--- src/msscr_pkg.sv ---
// Functional notes
// - pending flags 4..23 at bits 4..23; write 1 clears; bits 3:0 zero.
// - snapshot bits 3..0: wait, nand config, ready/busy, battery fault.
// - reset cause bit 2 marks watchdog boot; write 1 clears it.
// - reset cause bit 1 marks wakeup-from-sleep boot; write 1 clears it.
// - cause bit 0 marks power-on boot; reset value 0x1; write 1 clears.
// - both scratch registers cleared by power-on only, kept otherwise.
// - strength a bit 31 low enables programmed strengths, high disables.
// - strength a: address 9:8, data lanes 3..0 below; 30:10 reserved.
// - strength b holds memory clock 1 and 0 fields at 29:28 and 27:26.
// - strength b: clock enable, strobes, nand, byte, wr/rd, selects.
// - in sleep data bus floats when bit 11 is 0, driven 0 when 1.
// - in sleep wait bit 10 and ready bit 9 stay inputs or drive 0.
// - in sleep nand controls drive 11100 if bit 8 clear, else float.
// - in sleep bits 7..0 pick inactive level or float per pin group.
`default_nettype none
package msscr_pkg;

  localparam logic [31:0] OFS_PEND     = 32'h5600_00a8;
  localparam logic [31:0] OFS_PINS     = 32'h5600_00ac;
  localparam logic [31:0] OFS_PARTID   = 32'h5600_00b0;
  localparam logic [31:0] OFS_CAUSE    = 32'h5600_00b4;
  localparam logic [31:0] OFS_SCR_A    = 32'h5600_00b8;
  localparam logic [31:0] OFS_SCR_B    = 32'h5600_00bc;
  localparam logic [31:0] OFS_DRV_A    = 32'h5600_00c4;
  localparam logic [31:0] OFS_DRV_B    = 32'h5600_00c8;
  localparam logic [31:0] OFS_SLEEP    = 32'h5600_00cc;
  localparam logic [31:0] OFS_IRQ_STAT = 32'h5600_00d0;
  localparam logic [31:0] OFS_IRQ_CLR  = 32'h5600_00d4;
  localparam logic [31:0] OFS_IRQ_EN   = 32'h5600_00d8;

  // register select indices
  localparam int SEL_N = 12;
  localparam int S_PEND = 0;
  localparam int S_PINS = 1;
  localparam int S_PARTID = 2;
  localparam int S_CAUSE = 3;
  localparam int S_SCR_A = 4;
  localparam int S_SCR_B = 5;
  localparam int S_DRV_A = 6;
  localparam int S_DRV_B = 7;
  localparam int S_SLEEP = 8;
  localparam int S_ISTAT = 9;
  localparam int S_ICLR = 10;
  localparam int S_IEN = 11;

  localparam logic [31:0] PEND_MASK   = 32'h00ff_fff0;
  localparam logic [31:0] DRV_A_MASK  = 32'h8000_03ff;
  localparam logic [31:0] DRV_B_MASK  = 32'h3fff_ffff;
  localparam logic [31:0] SLEEP_MASK  = 32'h0000_0fff;
  localparam logic [2:0]  CAUSE_POR   = 3'h1;
  localparam logic [31:0] RST_ZERO    = 32'h0000_0000;
  localparam int          CAUSE_WDT_B = 2;
  localparam int          CAUSE_WAK_B = 1;
  localparam logic [4:0]  NAND_IDLE   = 5'h1c;
  localparam logic [1:0]  RESP_OKAY   = 2'h0;
  localparam logic [1:0]  RESP_SLVERR = 2'h2;

  typedef struct packed {
    logic bus_wait_in;
    logic nand_config_pin;
    logic flash_ready_busy;
    logic battery_fault_pin;
  } msscr_pins_s;

  typedef struct packed {
    logic            strength_ctrl_disable;
    logic [20:0]     rsvd;
    logic [1:0]      addr_bus_strength;
    logic [3:0][1:0] data_lane_strength;
  } msscr_drv_a_s;

  typedef struct packed {
    logic [1:0]      rsvd;
    logic [1:0]      mem_clk1_strength;
    logic [1:0]      mem_clk0_strength;
    logic [1:0]      mem_clk_en_strength;
    logic [1:0]      strobe_strength;
    logic [1:0]      nand_ctrl_strength;
    logic [1:0]      byte_en_strength;
    logic [1:0]      wr_rd_en_strength;
    logic [7:0][1:0] chip_sel_strength;
  } msscr_drv_b_s;

  // nand_o order: chip en, read en, write en, address latch, command latch
  typedef struct packed {
    logic [31:0] data_o;
    logic        data_oe_n;
    logic        wait_o;
    logic        wait_oe_n;
    logic        rdy_o;
    logic        rdy_oe_n;
    logic [4:0]  nand_o;
    logic        nand_oe_n;
    logic [1:0]  strobe_o;
    logic        strobe_oe_n;
    logic [3:0]  bmask_o;
    logic        bmask_oe_n;
    logic        oe_o;
    logic        oe_oe_n;
    logic        we_o;
    logic        we_oe_n;
    logic [7:0]  cs_o;
    logic [7:0]  cs_oe_n;
  } msscr_pads_s;

endpackage
`default_nettype wire

--- src/msscr_regs.sv ---
`timescale 1ns/1ps
`default_nettype none
module msscr_regs #(
  parameter int          ADDR_W  = 32,
  parameter logic [31:0] PART_ID = 32'h0000_0a5a  // arbitrary value
) (
  // clock, resets, enable
  input  wire logic                   aclk,
  input  wire logic                   aresetn,
  input  wire logic                   por_n,
  input  wire logic                   ce,
  // boot cause levels from the reset controller
  input  wire logic                   boot_cause_wdt,
  input  wire logic                   boot_cause_wake,
  // axi4-lite slave
  input  wire logic [ADDR_W-1:0]      awaddr,
  input  wire logic                   awvalid,
  output logic                        awready,
  input  wire logic [31:0]            wdata,
  input  wire logic [3:0]             wstrb,
  input  wire logic                   wvalid,
  output logic                        wready,
  output logic [1:0]                  bresp,
  output logic                        bvalid,
  input  wire logic                   bready,
  input  wire logic [ADDR_W-1:0]      araddr,
  input  wire logic                   arvalid,
  output logic                        arready,
  output logic [31:0]                 rdata,
  output logic [1:0]                  rresp,
  output logic                        rvalid,
  input  wire logic                   rready,
  // interrupt events and output
  input  wire logic [23:0]            ext_irq_event,
  output logic                        irq,
  // pins and strength fields
  input  wire msscr_pkg::msscr_pins_s pins_in,
  output msscr_pkg::msscr_drv_a_s     drv_a,
  output msscr_pkg::msscr_drv_b_s     drv_b,
  // sleep control of memory pads
  input  wire logic                   sleep_req,
  input  wire msscr_pkg::msscr_pads_s mc_pads,
  output msscr_pkg::msscr_pads_s      pads
);

  if (ADDR_W != 32) begin : g_chk
    $error("msscr_regs: ADDR_W must be 32");
  end

  function automatic logic [msscr_pkg::SEL_N-1:0] decode(
    input logic [ADDR_W-1:0] a);
    logic [msscr_pkg::SEL_N-1:0] s;
    s = '0;
    if (a == msscr_pkg::OFS_PEND) s[msscr_pkg::S_PEND] = 1'b1;
    else if (a == msscr_pkg::OFS_PINS) s[msscr_pkg::S_PINS] = 1'b1;
    else if (a == msscr_pkg::OFS_PARTID) s[msscr_pkg::S_PARTID] = 1'b1;
    else if (a == msscr_pkg::OFS_CAUSE) s[msscr_pkg::S_CAUSE] = 1'b1;
    else if (a == msscr_pkg::OFS_SCR_A) s[msscr_pkg::S_SCR_A] = 1'b1;
    else if (a == msscr_pkg::OFS_SCR_B) s[msscr_pkg::S_SCR_B] = 1'b1;
    else if (a == msscr_pkg::OFS_DRV_A) s[msscr_pkg::S_DRV_A] = 1'b1;
    else if (a == msscr_pkg::OFS_DRV_B) s[msscr_pkg::S_DRV_B] = 1'b1;
    else if (a == msscr_pkg::OFS_SLEEP) s[msscr_pkg::S_SLEEP] = 1'b1;
    else if (a == msscr_pkg::OFS_IRQ_STAT) s[msscr_pkg::S_ISTAT] = 1'b1;
    else if (a == msscr_pkg::OFS_IRQ_CLR) s[msscr_pkg::S_ICLR] = 1'b1;
    else if (a == msscr_pkg::OFS_IRQ_EN) s[msscr_pkg::S_IEN] = 1'b1;
    return s;
  endfunction

  logic [ADDR_W-1:0]           aw_addr_r;
  logic                        aw_have_r;
  logic [31:0]                 w_data_r;
  logic [3:0]                  w_strb_r;
  logic                        w_have_r;
  logic                        bvalid_r;
  logic [1:0]                  bresp_r;
  logic                        rvalid_r;
  logic [1:0]                  rresp_r;
  logic [31:0]                 rdata_r;
  logic                        wr_go;
  logic [msscr_pkg::SEL_N-1:0] wsel;
  logic [msscr_pkg::SEL_N-1:0] rsel;
  logic [31:0]                 wm;
  logic [31:0]                 wd;
  logic [31:0]                 pend_r;
  logic [31:0]                 pend_set;
  logic [31:0]                 pend_clr;
  logic [2:0]                  cause_r;
  logic [31:0]                 scr_a_r;
  logic [31:0]                 scr_b_r;
  logic [31:0]                 drv_a_r;
  logic [31:0]                 drv_b_r;
  logic [11:0]                 slp_r;
  logic [31:0]                 istat_r;
  logic [31:0]                 ien_r;
  logic [31:0]                 istat_clr;
  logic [3:0]                  pin_s1_r;
  logic [3:0]                  pin_s2_r;
  logic [3:0]                  pin_s3_r;
  logic [3:0]                  snap_r;
  msscr_pkg::msscr_pads_s      slp_pads;
  msscr_pkg::msscr_pads_s      pads_r;
  logic [31:0]                 rd_nxt;

  // bus handshake
  assign awready = ce && !aw_have_r && !bvalid_r;
  assign wready  = ce && !w_have_r && !bvalid_r;
  assign arready = ce && !rvalid_r;
  assign bvalid  = bvalid_r;
  assign bresp   = bresp_r;
  assign rvalid  = rvalid_r;
  assign rresp   = rresp_r;
  assign rdata   = rdata_r;
  assign wr_go   = ce && aw_have_r && w_have_r;
  assign wsel    = decode(aw_addr_r);
  assign rsel    = decode(araddr);
  assign wm      = {{8{w_strb_r[3]}}, {8{w_strb_r[2]}},
                    {8{w_strb_r[1]}}, {8{w_strb_r[0]}}};
  assign wd      = w_data_r & wm;

  always_ff @(posedge aclk) begin
    if (!aresetn) begin
      aw_have_r <= 1'b0;
      aw_addr_r <= '0;
      w_have_r  <= 1'b0;
      w_data_r  <= msscr_pkg::RST_ZERO;
      w_strb_r  <= 4'h0;
    end else if (ce) begin
      if (awvalid && awready) begin
        aw_have_r <= 1'b1;
        aw_addr_r <= awaddr;
      end else if (wr_go) begin
        aw_have_r <= 1'b0;
      end
      if (wvalid && wready) begin
        w_have_r <= 1'b1;
        w_data_r <= wdata;
        w_strb_r <= wstrb;
      end else if (wr_go) begin
        w_have_r <= 1'b0;
      end
    end
  end

  always_ff @(posedge aclk) begin
    if (!aresetn) begin
      bvalid_r <= 1'b0;
      bresp_r  <= msscr_pkg::RESP_OKAY;
    end else if (ce) begin
      if (wr_go) begin
        bvalid_r <= 1'b1;
        bresp_r  <= (|wsel) ? msscr_pkg::RESP_OKAY : msscr_pkg::RESP_SLVERR;
      end else if (bready) begin
        bvalid_r <= 1'b0;
      end
    end
  end

  always_comb begin
    rd_nxt = msscr_pkg::RST_ZERO;
    if (rsel[msscr_pkg::S_PEND]) rd_nxt = pend_r;
    else if (rsel[msscr_pkg::S_PINS]) rd_nxt = {28'h000_0000, snap_r};
    else if (rsel[msscr_pkg::S_PARTID]) rd_nxt = PART_ID;
    else if (rsel[msscr_pkg::S_CAUSE]) rd_nxt = {29'h0000_0000, cause_r};
    else if (rsel[msscr_pkg::S_SCR_A]) rd_nxt = scr_a_r;
    else if (rsel[msscr_pkg::S_SCR_B]) rd_nxt = scr_b_r;
    else if (rsel[msscr_pkg::S_DRV_A]) rd_nxt = drv_a_r;
    else if (rsel[msscr_pkg::S_DRV_B]) rd_nxt = drv_b_r;
    else if (rsel[msscr_pkg::S_SLEEP]) rd_nxt = {20'h0_0000, slp_r};
    else if (rsel[msscr_pkg::S_ISTAT]) rd_nxt = istat_r;
    else if (rsel[msscr_pkg::S_IEN]) rd_nxt = ien_r;
  end

  always_ff @(posedge aclk) begin
    if (!aresetn) begin
      rvalid_r <= 1'b0;
      rresp_r  <= msscr_pkg::RESP_OKAY;
      rdata_r  <= msscr_pkg::RST_ZERO;
    end else if (ce) begin
      if (arvalid && arready) begin
        rvalid_r <= 1'b1;
        rdata_r  <= rd_nxt;
        rresp_r  <= (|rsel) ? msscr_pkg::RESP_OKAY : msscr_pkg::RESP_SLVERR;
      end else if (rready) begin
        rvalid_r <= 1'b0;
      end
    end
  end

  // pending flags: a same-cycle event wins over the clear
  assign pend_set = {8'h00, ext_irq_event} & msscr_pkg::PEND_MASK;
  assign pend_clr = (wr_go && wsel[msscr_pkg::S_PEND]) ?
                    (wd & msscr_pkg::PEND_MASK) : msscr_pkg::RST_ZERO;

  always_ff @(posedge aclk) begin
    if (!aresetn) begin
      pend_r <= msscr_pkg::RST_ZERO;
    end else if (ce) begin
      pend_r <= (pend_r & ~pend_clr) | pend_set;
    end
  end

  // boot cause: power-on forces 001; other resets add their cause
  always_ff @(posedge aclk) begin
    if (!por_n) begin
      cause_r <= msscr_pkg::CAUSE_POR;
    end else if (!aresetn) begin
      if (boot_cause_wdt) cause_r[msscr_pkg::CAUSE_WDT_B] <= 1'b1;
      if (boot_cause_wake) cause_r[msscr_pkg::CAUSE_WAK_B] <= 1'b1;
    end else if (ce && wr_go && wsel[msscr_pkg::S_CAUSE]) begin
      cause_r <= cause_r & ~wd[2:0];
    end
  end

  // scratch survives every reset but power-on
  always_ff @(posedge aclk) begin
    if (!por_n) begin
      scr_a_r <= msscr_pkg::RST_ZERO;
      scr_b_r <= msscr_pkg::RST_ZERO;
    end else if (aresetn && ce && wr_go) begin
      if (wsel[msscr_pkg::S_SCR_A]) scr_a_r <= (scr_a_r & ~wm) | wd;
      if (wsel[msscr_pkg::S_SCR_B]) scr_b_r <= (scr_b_r & ~wm) | wd;
    end
  end

  // strength and sleep control
  always_ff @(posedge aclk) begin
    if (!aresetn) begin
      drv_a_r <= msscr_pkg::RST_ZERO;
      drv_b_r <= msscr_pkg::RST_ZERO;
      slp_r   <= 12'h000;
    end else if (ce && wr_go) begin
      if (wsel[msscr_pkg::S_DRV_A])
        drv_a_r <= (drv_a_r & ~(wm & msscr_pkg::DRV_A_MASK)) |
                   (wd & msscr_pkg::DRV_A_MASK);
      if (wsel[msscr_pkg::S_DRV_B])
        drv_b_r <= (drv_b_r & ~(wm & msscr_pkg::DRV_B_MASK)) |
                   (wd & msscr_pkg::DRV_B_MASK);
      if (wsel[msscr_pkg::S_SLEEP])
        slp_r <= (slp_r & ~wm[11:0]) | wd[11:0];
    end
  end

  assign drv_a = msscr_pkg::msscr_drv_a_s'(drv_a_r);
  assign drv_b = msscr_pkg::msscr_drv_b_s'(drv_b_r);

  // interrupt status, clear and enable
  assign istat_clr = (wr_go && wsel[msscr_pkg::S_ICLR]) ?
                     wd : msscr_pkg::RST_ZERO;

  always_ff @(posedge aclk) begin
    if (!aresetn) begin
      istat_r <= msscr_pkg::RST_ZERO;
      ien_r   <= msscr_pkg::RST_ZERO;
    end else if (ce) begin
      istat_r <= (istat_r & ~istat_clr) | pend_set;
      if (wr_go && wsel[msscr_pkg::S_IEN])
        ien_r <= ((ien_r & ~wm) | wd) & msscr_pkg::PEND_MASK;
    end
  end

  assign irq = |(istat_r & ien_r);

  // pin snapshot through three stages, taken when stages two and three agree
  always_ff @(posedge aclk) begin
    if (!aresetn) begin
      pin_s1_r <= 4'h0;
      pin_s2_r <= 4'h0;
      pin_s3_r <= 4'h0;
      snap_r   <= 4'h0;
    end else if (ce) begin
      pin_s1_r <= pins_in;
      pin_s2_r <= pin_s1_r;
      pin_s3_r <= pin_s2_r;
      if (pin_s2_r == pin_s3_r) snap_r <= pin_s3_r;
    end
  end

  // sleep pad states
  always_comb begin
    slp_pads             = mc_pads;
    slp_pads.data_o      = 32'h0000_0000;
    slp_pads.data_oe_n   = ~slp_r[11];
    slp_pads.wait_o      = 1'b0;
    slp_pads.wait_oe_n   = ~slp_r[10];
    slp_pads.rdy_o       = 1'b0;
    slp_pads.rdy_oe_n    = ~slp_r[9];
    slp_pads.nand_o      = msscr_pkg::NAND_IDLE;
    slp_pads.nand_oe_n   = slp_r[8];
    slp_pads.strobe_o    = 2'h3;
    slp_pads.strobe_oe_n = slp_r[7];
    slp_pads.bmask_o     = 4'hf;
    slp_pads.bmask_oe_n  = slp_r[6];
    slp_pads.oe_o        = 1'b1;
    slp_pads.oe_oe_n     = slp_r[5];
    slp_pads.we_o        = 1'b1;
    slp_pads.we_oe_n     = slp_r[4];
    slp_pads.cs_o        = 8'hff;
    slp_pads.cs_oe_n     = {slp_r[0], slp_r[1], {5{slp_r[2]}}, slp_r[3]};
  end

  always_ff @(posedge aclk) begin
    if (!aresetn) begin
      pads_r <= mc_pads;
    end else if (ce) begin
      pads_r <= sleep_req ? slp_pads : mc_pads;
    end
  end

  assign pads = pads_r;
endmodule // msscr_regs
`default_nettype wire

--- config.mk ---
export PLATFORM = sky130hd
export DESIGN_NAME = msscr_regs
export DESIGN_NICKNAME = d
export VERILOG_FILES = /design/src/msscr_pkg.sv /design/src/msscr_regs.sv
export SDC_FILE = /design/constraint.sdc
export NUM_CORES = 1
export LEC_CHECK = 0
export BUFFER_PORTS_ARGS = -buffer_cell sky130_fd_sc_hd__clkbuf_2
export CAP_MARGIN = 30
export CORE_MARGIN = 2
export CORE_UTILIZATION = 58
export DETAILED_ROUTE_END_ITERATION = 8
export PLACE_DENSITY = 0.85
export SYNTH_ARGS = -nofsm -noshare
export SYNTH_HDL_FRONTEND = slang
export SYNTH_SLANG_ARGS = --single-unit
export TNS_END_PERCENT = 50
--- constraint.sdc ---
create_clock -name aclk -period 5.9 [get_ports aclk]
set_input_delay 1.18 -clock aclk [delete_from_list [all_inputs] [get_ports aclk]]
set_output_delay 1.18 -clock aclk [all_outputs]
set_load 0.005 [all_outputs]
Word level (Yosys, flattened, before mapping)

Cells that the tools add are included.

Memory bits (writable): 0
Bits in read-only memories: 0
Flip-flop bits (word level): 422
Input port bits: 211
Logic and storage cells: 222
Memories kept: 0
Latch bits: 0

Div/mod/pow operators: 0
$mul: 0
Shift operators: 0
Bitwise logic cells: 29
Eq/ne operators: 27
Reductions and logical operators: 48
Magnitude comparators: 0
$add $sub $neg: 0
Muxes and demuxes: 75

Operators by type and width:

| cell                                            | number |
|---|---|
| == test 32 x 31 -> 1 bit, second input constant | 24 |
| two-way mux 32 bit                              | 11 |
| bitwise AND 32 bit                              | 7 |
| two-way mux 71 bit                              | 3 |
| inverter 32 bit                                 | 3 |
| OR 32 bit                                       | 3 |
| OR 32 x 24 -> 32 bit                            | 2 |
| two-way mux 24 bit                              | 2 |
| AND reduction 2 bit                             | 18 |
| two-way mux 1 bit                               | 35 |
| bitwise AND 32 x 24 -> 32 bit                   | 1 |
| inverter 24 -> 32 bit                           | 1 |
| inverter 30 -> 32 bit                           | 1 |
| OR 32 x 30 -> 32 bit                            | 1 |
| OR reduction 32 bit                             | 1 |
| bitwise AND 24 bit                              | 1 |
| OR 24 bit                                       | 1 |
| OR reduction 12 bit                             | 2 |
| two-way mux 11 bit                              | 2 |
| two-way mux 10 bit                              | 2 |
| two-way mux 9 bit                               | 2 |
| logical AND 1 bit                               | 17 |
| two-way mux 8 bit                               | 2 |
| two-way mux 7 bit                               | 2 |
| other kinds (15)                                | 35 |

Longest topological paths before layout

Gate-level depths: netlist of the first run.

Depth after elaboration: 24
Gate-level depth with buffers: 9

Worst setup path after synthesis of the first run

OpenSTA, ideal clock, no wires.

Path type: input -> register
From: in ce
To: reg pads_r (netlist bit pads[0]) (enable)
Data required time: 5.459 ns
Path slack: 1.842 ns
Arrival: 3.618 ns
Stages on the path: 3
Path through: buf_1 clkbuf_1 nand2b_1

Word-level cells in the longest chain between the ends: 1

RTL lines:

| element                                         | RTL line          | RTL |
|---|---|---|
| start: declaration                              | msscr_regs.sv:11  | `input wire logic ce,` |
| inequality test 2 x 1 -> 1 bit (no source line) | n/a               |  |
| end signal: assignment                          | msscr_regs.sv:303 | `pads_r <= mc_pads;` |
| end signal: assignment                          | msscr_regs.sv:305 | `pads_r <= sleep_req ? slp_pads : mc_pads;` |
| end: declaration                                | msscr_regs.sv:101 | `msscr_pkg::msscr_pads_s pads_r;` |

Every way passes these cells.
A chain may end at the register's enable or synchronous reset.

==> results of run 1 <==
[through the flow]
step	setup WS (ns)	cells	power, mW
after floorplan	1.84	1827	3.13
after global placement	1.50	2440	3.34
after detailed placement	1.67	2443	3.36
after CTS	2.13	2511	5.69
after global routing	1.89	2514	5.85
final	2.12	2515	5.68
[layer usage]
metal,up-vias,share of wire (%),wire length [um],track usage (%)
met2,927,46,24800,55.5
met1,7215,38,20300,42.8
li1,6955,-,-,-
met3,174,11,5860,7.94
met5,-,0,0,0
met4,0,5.1,2730,16.7
[worst max-delay path: stages]
cell and delay (ns):
clkbuf_2 0.41, buf_4 0.50, and4_1 0.32, nand4_1 0.16, nor4b_2 0.77, and2_1 0.47
nand2_1 0.11, a21boi_0 0.26
[path summary, 6_finish.rpt]
check / cells after the start / from / slack [ns] / endpoint
worst min-delay path: 2 / istat_r[3] / 0.43 / istat_r[3]
worst min register to register: 2 / istat_r[3] / 0.43 / istat_r[3]
worst max register to register: 6 / aw_addr_r[9] / 2.84 / pend_r[11]
worst max-delay path: 8 / ce / 2.12 / flop
[power by group through the flow]
stage / Clock, mW / Combinational, mW / Sequential [mW]
after floorplan: 0 / 0.237 / 2.90
after global placement: 0 / 0.413 / 2.93
after detailed placement: 0 / 0.429 / 2.93
after CTS: 2.38 / 0.433 / 2.87
after global routing: 2.48 / 0.478 / 2.88
final: 2.36 / 0.439 / 2.88
[cells in the final DEF (no fill, tap or decap), drive strengths merged, types with 7 or more instances in the layout]
cell    count
a21oi      51
o211ai     14
clkbuf    419
mux2i      90
and3       12
edfxtp     71
o21ai      71
nor3       22
nand4      15
a222oi     18
nand2b     26
a31oi      45
a211oi      7
nand3      20
a21o       14
nor2       34
and2       80
buf        25
conb       25
dfxtp     314
inv        12
nor4       18
a221oi     19
mux2       12
a21boi    137
or3        14
nor2b     101
nor4b       8
nand2     346
[logic make-up after synthesis]
group	Yosys count	share of synthesized area, %
other	1	0.0222
flip-flops	385	49.8
AND/OR/NAND/NOR	722	21.8
buffers and inverters	160	4.30
XOR/XNOR	4	0.207
multiplexers	102	6.13
AO/OA/AOI/OAI	429	17.7
[cell type report]
class                      count  area [um2]
fill                        2274        8620
sequential                   385        8420
multi-input combinational   1282        7870
timing repair buffer         383        2060
clock buffer                  61        1140
tap                          384         480
clock inverter                 7        60.1
inverter                      12        45.0
antenna                        1        2.50
==> flow_metrics.tcl, run 1 <==
set metrics [dict create \
    syn_to_final_growth_pct 18.8 \
    hp-class "flop to flop" \
    finalSetupViolations 0 \
    intPower_mw 4.36 \
    cts_sinks 385 \
    ys_ff_latch 385 \
    synth.largest_area_cell "dfxtp_1" \
    crit_path_end_kind "flop" \
    avgViaCountPerCell 6.07 \
    fmax_mhz 265 \
    relSlewSlack_pct 27.4 \
    place_congestion 0.953 \
    cts_tree "yes" \
    floorplan.core_area_um2 28700 \
    worstSetupStartpointType "input pin" \
    min_period_ns 3.78 \
    crit_required_ns 6.33 \
    synthTopCellsByCount "nand2_1, dfxtp_1, a21boi_0" \
    grt_max_degree 159 \
    netlist_top_cells_area "dfxtp_1, edfxtp_1, nand2_1" \
    worstPathMaxFanout 45 \
    remaining_drc_errors 0 \
    routed_wl_mm 53.7 \
    async_flop_share_pct 0 \
    htree_num_levels 2 \
    ant_nets 0 \
    whs_ns 0.432 \
    rsz0062_at_grt "no" \
    numPortBuffers 358 \
    syn_avg_cell_area_um2 9.37 \
    die_area_um2 30500 \
    synthCells 1803 \
    pin_count 388 \
    ys_types 73 \
    drtIter0Drc 1621 \
    drt_first_pass_iters 6 \
    swShare_pct 23.2 \
    hpwl_mm 37.7 \
    worst_pin_slew_ns 1.08 \
    grt_pass1_vias 14700 \
    slew_viol_final 0 \
    synthFlopType "dfxtp_1" \
    synth.top_cell.area_share_pct 37.2 \
    syn_area_um2 16900 \
    synth_edf_count 71 \
    arrival_ns 4.21 \
    power_density_nw_per_um2 283 \
    grtUsageTotal_pct 34.1 \
    power_leakage_nw 8.36 \
    tns_ns 0 \
    clockBufferDepth 3 \
    clock-skew-final_ns 0.0138 \
    die_height_um 175 \
    numCtsBuffers 39 \
    grt-ovfl-total 0 \
    synth_most_common_cell "nand2_1" \
    avgRoutedWirePerCell_um 21.3 \
    clk_latency_ns 0.53 \
    fin_util_pct 70.0 \
    cts-resized-gates 0 \
    final_cell_area_um2 20100 \
    antenna_found_initial 1 \
    ys_seq_area_share_pct 49.8 \
    outcome "finished clean" \
    finalHoldViolCount 0 \
    grt_pass1_wl_mm 82.2 \
    hold_buffers 0 \
    fp-row-count 62 \
    maxCapViolations 0 \
    comb_power_share_pct 7.7 \
    final_nets 2314 \
    ir_drop_mv 0.247 \
    path_clk_slew_ns 0.06 \
    ys_warn_count 0 \
    vias 15300 \
    switching_power_mw 1.32 \
    post_cts_buffers 0 \
    drive_above_1_share_pct 22.3 \
    initial_core_util_pct 58.9 \
    fp.dieW_um 175 \
    critPathKind "input pin to flop" \
    p_clk_share_pct 41.6 \
    post_dp_cell_area_um2 18800 \
    pwr-share-seq_pct 50.7 \
    root_buffer "clkbuf_16" \
    fin_crit_sh_pct 64.0 \
]
Note: power is estimated with default switching activity, not from simulation.
==> inputs of run 2 (changes only) <==
--- a/config.mk
+++ b/config.mk
@@ -5,12 +5,13 @@
 export SDC_FILE = /design/constraint.sdc
 export NUM_CORES = 1
 export LEC_CHECK = 0
+export ABC_AREA = 1
 export BUFFER_PORTS_ARGS = -buffer_cell sky130_fd_sc_hd__clkbuf_2
 export CAP_MARGIN = 30
 export CORE_MARGIN = 2
-export CORE_UTILIZATION = 58
+export CORE_UTILIZATION = 49
 export DETAILED_ROUTE_END_ITERATION = 8
-export PLACE_DENSITY = 0.85
+export PLACE_DENSITY = 0.77
 export SYNTH_ARGS = -nofsm -noshare
 export SYNTH_HDL_FRONTEND = slang
 export SYNTH_SLANG_ARGS = --single-unit
==> constraint.sdc (replaced) <==
create_clock -name aclk -period 3.2 [get_ports aclk]
set_input_delay 0.64 -clock aclk [delete_from_list [all_inputs] [get_ports aclk]]
set_output_delay 0.64 -clock aclk [all_outputs]
set_load 0.005 [all_outputs]
==> run 2 against run 1 <==
  * Die area up 17%
  * Power up 94%
  * Critical path depth unchanged
  * Register-to-register slack worse by 2.3 ns
  * Sequential share of layout area down 0.19 points
  * Cell count up 18%
  * Combinational power up 94%
  * Wire length down 2.7%
  * Synthesized cell count up 20%
  * Clock power up 110%
  * First-iteration DRC count down 30%
  * Global-route usage down 5.5 points
==> flow_metrics.tcl, run 2 <==
set metrics [dict create \
    crit_path_end_kind "flop" \
    rr_worst_depth 8 \
    crit_required_ns 3.59 \
    post_cts_buffers 0 \
    root_buffer "clkbuf_16" \
    slew_viol_final 0 \
    syn_to_final_growth_pct 20.8 \
    drt_first_pass_iters 5 \
    min_period_ns 2.63 \
    fp.dieW_um 189 \
    grt_pass1_vias 15400 \
    die_height_um 189 \
    power_leakage_nw 8.54 \
    avgRoutedWirePerCell_um 17.6 \
    holdPathStages 3 \
    cpPeakStageDelay_ns 0.66 \
    fin_util_pct 60.1 \
    hpwl_mm 37.9 \
    routed_wl_mm 52.2 \
    fmax_mhz 381 \
    hp-class "input pin to flop" \
    ys_types 48 \
    ant_nets 0 \
    cp.buffers_inverters 1 \
    htree_num_levels 2 \
    cts-resized-gates 0 \
    fin_crit_sh_pct 82.0 \
    pin_count 388 \
    maxCapViolations 0 \
    grtUsageTotal_pct 28.6 \
    hold_start "pins_in[2]" \
    final_common_cell "clkbuf_2" \
    synthFlopType "dfxtp_1" \
    clock-skew-final_ns 0.0188 \
    relSlewSlack_pct 35.5 \
    critPathKind "flop to flop" \
    hold_buffers 0 \
    cp_top_family "simple AND/OR/NAND/NOR gates" \
    worstSetupStartpointType "flop" \
    fp-row-count 67 \
    nFillCells 3018 \
    clockBufferDepth 3 \
    avgViaCountPerCell 5.35 \
    rsz0062_at_grt "no" \
    crit_top_cell "nor2_1" \
    arrival_ns 3.02 \
    synthTopCellsByCount "nand2_1, dfxtp_1, nor2_1" \
    outcome "finished clean" \
    power_density_nw_per_um2 547 \
    ys_seq_area_share_pct 50.4 \
    synth.top_cell.area_share_pct 37.7 \
    floorplan.core_area_um2 33500 \
    ys_ff_latch 385 \
    synth_most_common_cell "nand2_1" \
    path_clk_slew_ns 0.06 \
    syn_avg_cell_area_um2 7.74 \
    synthCells 2156 \
    holdPathEnd "pin_s1_r[2]" \
    r2r_setup_slack_ns 0.57 \
    grt_max_degree 115 \
    drive_above_1_share_pct 21.1 \
    grt_pass1_wl_mm 80.6 \
    cts_sinks 385 \
    final_nets 2698 \
    worstPathMaxFanout 16 \
    finalSetupViolations 0 \
    die_area_um2 35600 \
    ir_drop_mv 0.442 \
    place_congestion 0.986 \
    regArea_um2 8420 \
    synth_edf_count 71 \
    antenna_found_initial 1 \
    cts_tree "yes" \
    vias 15900 \
    mostFrequentLayoutCells "clkbuf_2, nand2_1, dfxtp_1" \
    initial_core_util_pct 49.8 \
    async_flop_share_pct 0 \
    synth.largest_area_cell "dfxtp_1" \
    syn_area_um2 16700 \
    ys_warn_count 0 \
    multi_input_area_um2 6680 \
    worst_pin_slew_ns 0.965 \
    reg2reg_from "aw_addr_r[10]" \
    cp_slowest_cell "nand4_1" \
    numCtsBuffers 40 \
    drtIter0Drc 1141 \
    p_total_mw 11.0 \
    remaining_drc_errors 0 \
    grt-ovfl-total 0 \
    numPortBuffers 358 \
    tns_ns 0 \
    path_cells "nor2_1 -> nand2_1 -> nor2_2 -> inv_1 -> nor2_1 -> nand4_1 -> o21ai_0 -> a21oi_1" \
    clk_latency_ns 0.55 \
    finalHoldViolCount 0 \
    netlist_top_cells_area "dfxtp_1, edfxtp_1, o21ai_0" \
]
## run 2: per-layer routing
layer,GRT usage [%],vias to the layer above,share of wire [%]
li1,-,7704,-
met3,5.51,143,8.1
met1,34.4,7284,39
met2,49.3,728,48
met4,13.9,0,4.7
met5,0,-,0
## run 2: how the worst max path moves through the flow
stage                       start  endpoint  depth (start not counted)
floorplan                      ce   pads[0]                          4
global placement       araddr[10]  rdata[4]                         16
detailed placement     araddr[10]  rdata[4]                         16
CTS                 aw_addr_r[12]      flop                         12
global route        aw_addr_r[10]      flop                         10
finish              aw_addr_r[10]      flop                          8
## run 2: cells by family after synthesis
family	Yosys count	synth area share (%)
and+or+nand+nor	764	19.4
AOI/OAI and AO/OA	606	20.0
buffers and inverters	399	10.1
DFF	385	50.4
xor gates and xnor gates	1	0.0525
other	1	0.0225
## run 2: power by group
group	leakage (nW)	internal, mW	switching, mW
Sequential	3.29	5.17	0.139
Clock	0.672	2.91	1.96
Combinational	4.58	0.330	0.522
Total	8.54	8.41	2.62
## run 2: area by class of cell
class	instances	share of cell area, %
sequential	385	41.7
multi-input combinational	1396	33.1
timing repair buffer	389	10.3
clock buffer	54	5.63
inverter	275	5.15
tap	448	2.78
clock inverter	18	1.27
antenna	1	0.0124
## run 2: per-stage QoR
stage	instance area, um2	cells	setup slack, ns	hold WS (ns)
floorplan	16800	2180	0.0448	0.422
global placement	18800	2893	0.494	0.430
detailed placement	18800	2893	0.489	0.438
CTS	20200	2965	0.608	0.315
global route	20200	2966	0.321	0.339
finish	20200	2966	0.575	0.322
## run 2: worst reg2reg max path: stages, from the launching register on
cell,delay (ns)
dfxtp_1,0.32
nor2_1,0.12
nand2_1,0.07
nor2_2,0.39
inv_1,0.16
nor2_1,0.21
nand4_1,0.67
o21ai_0,0.48
a21oi_1,0.08
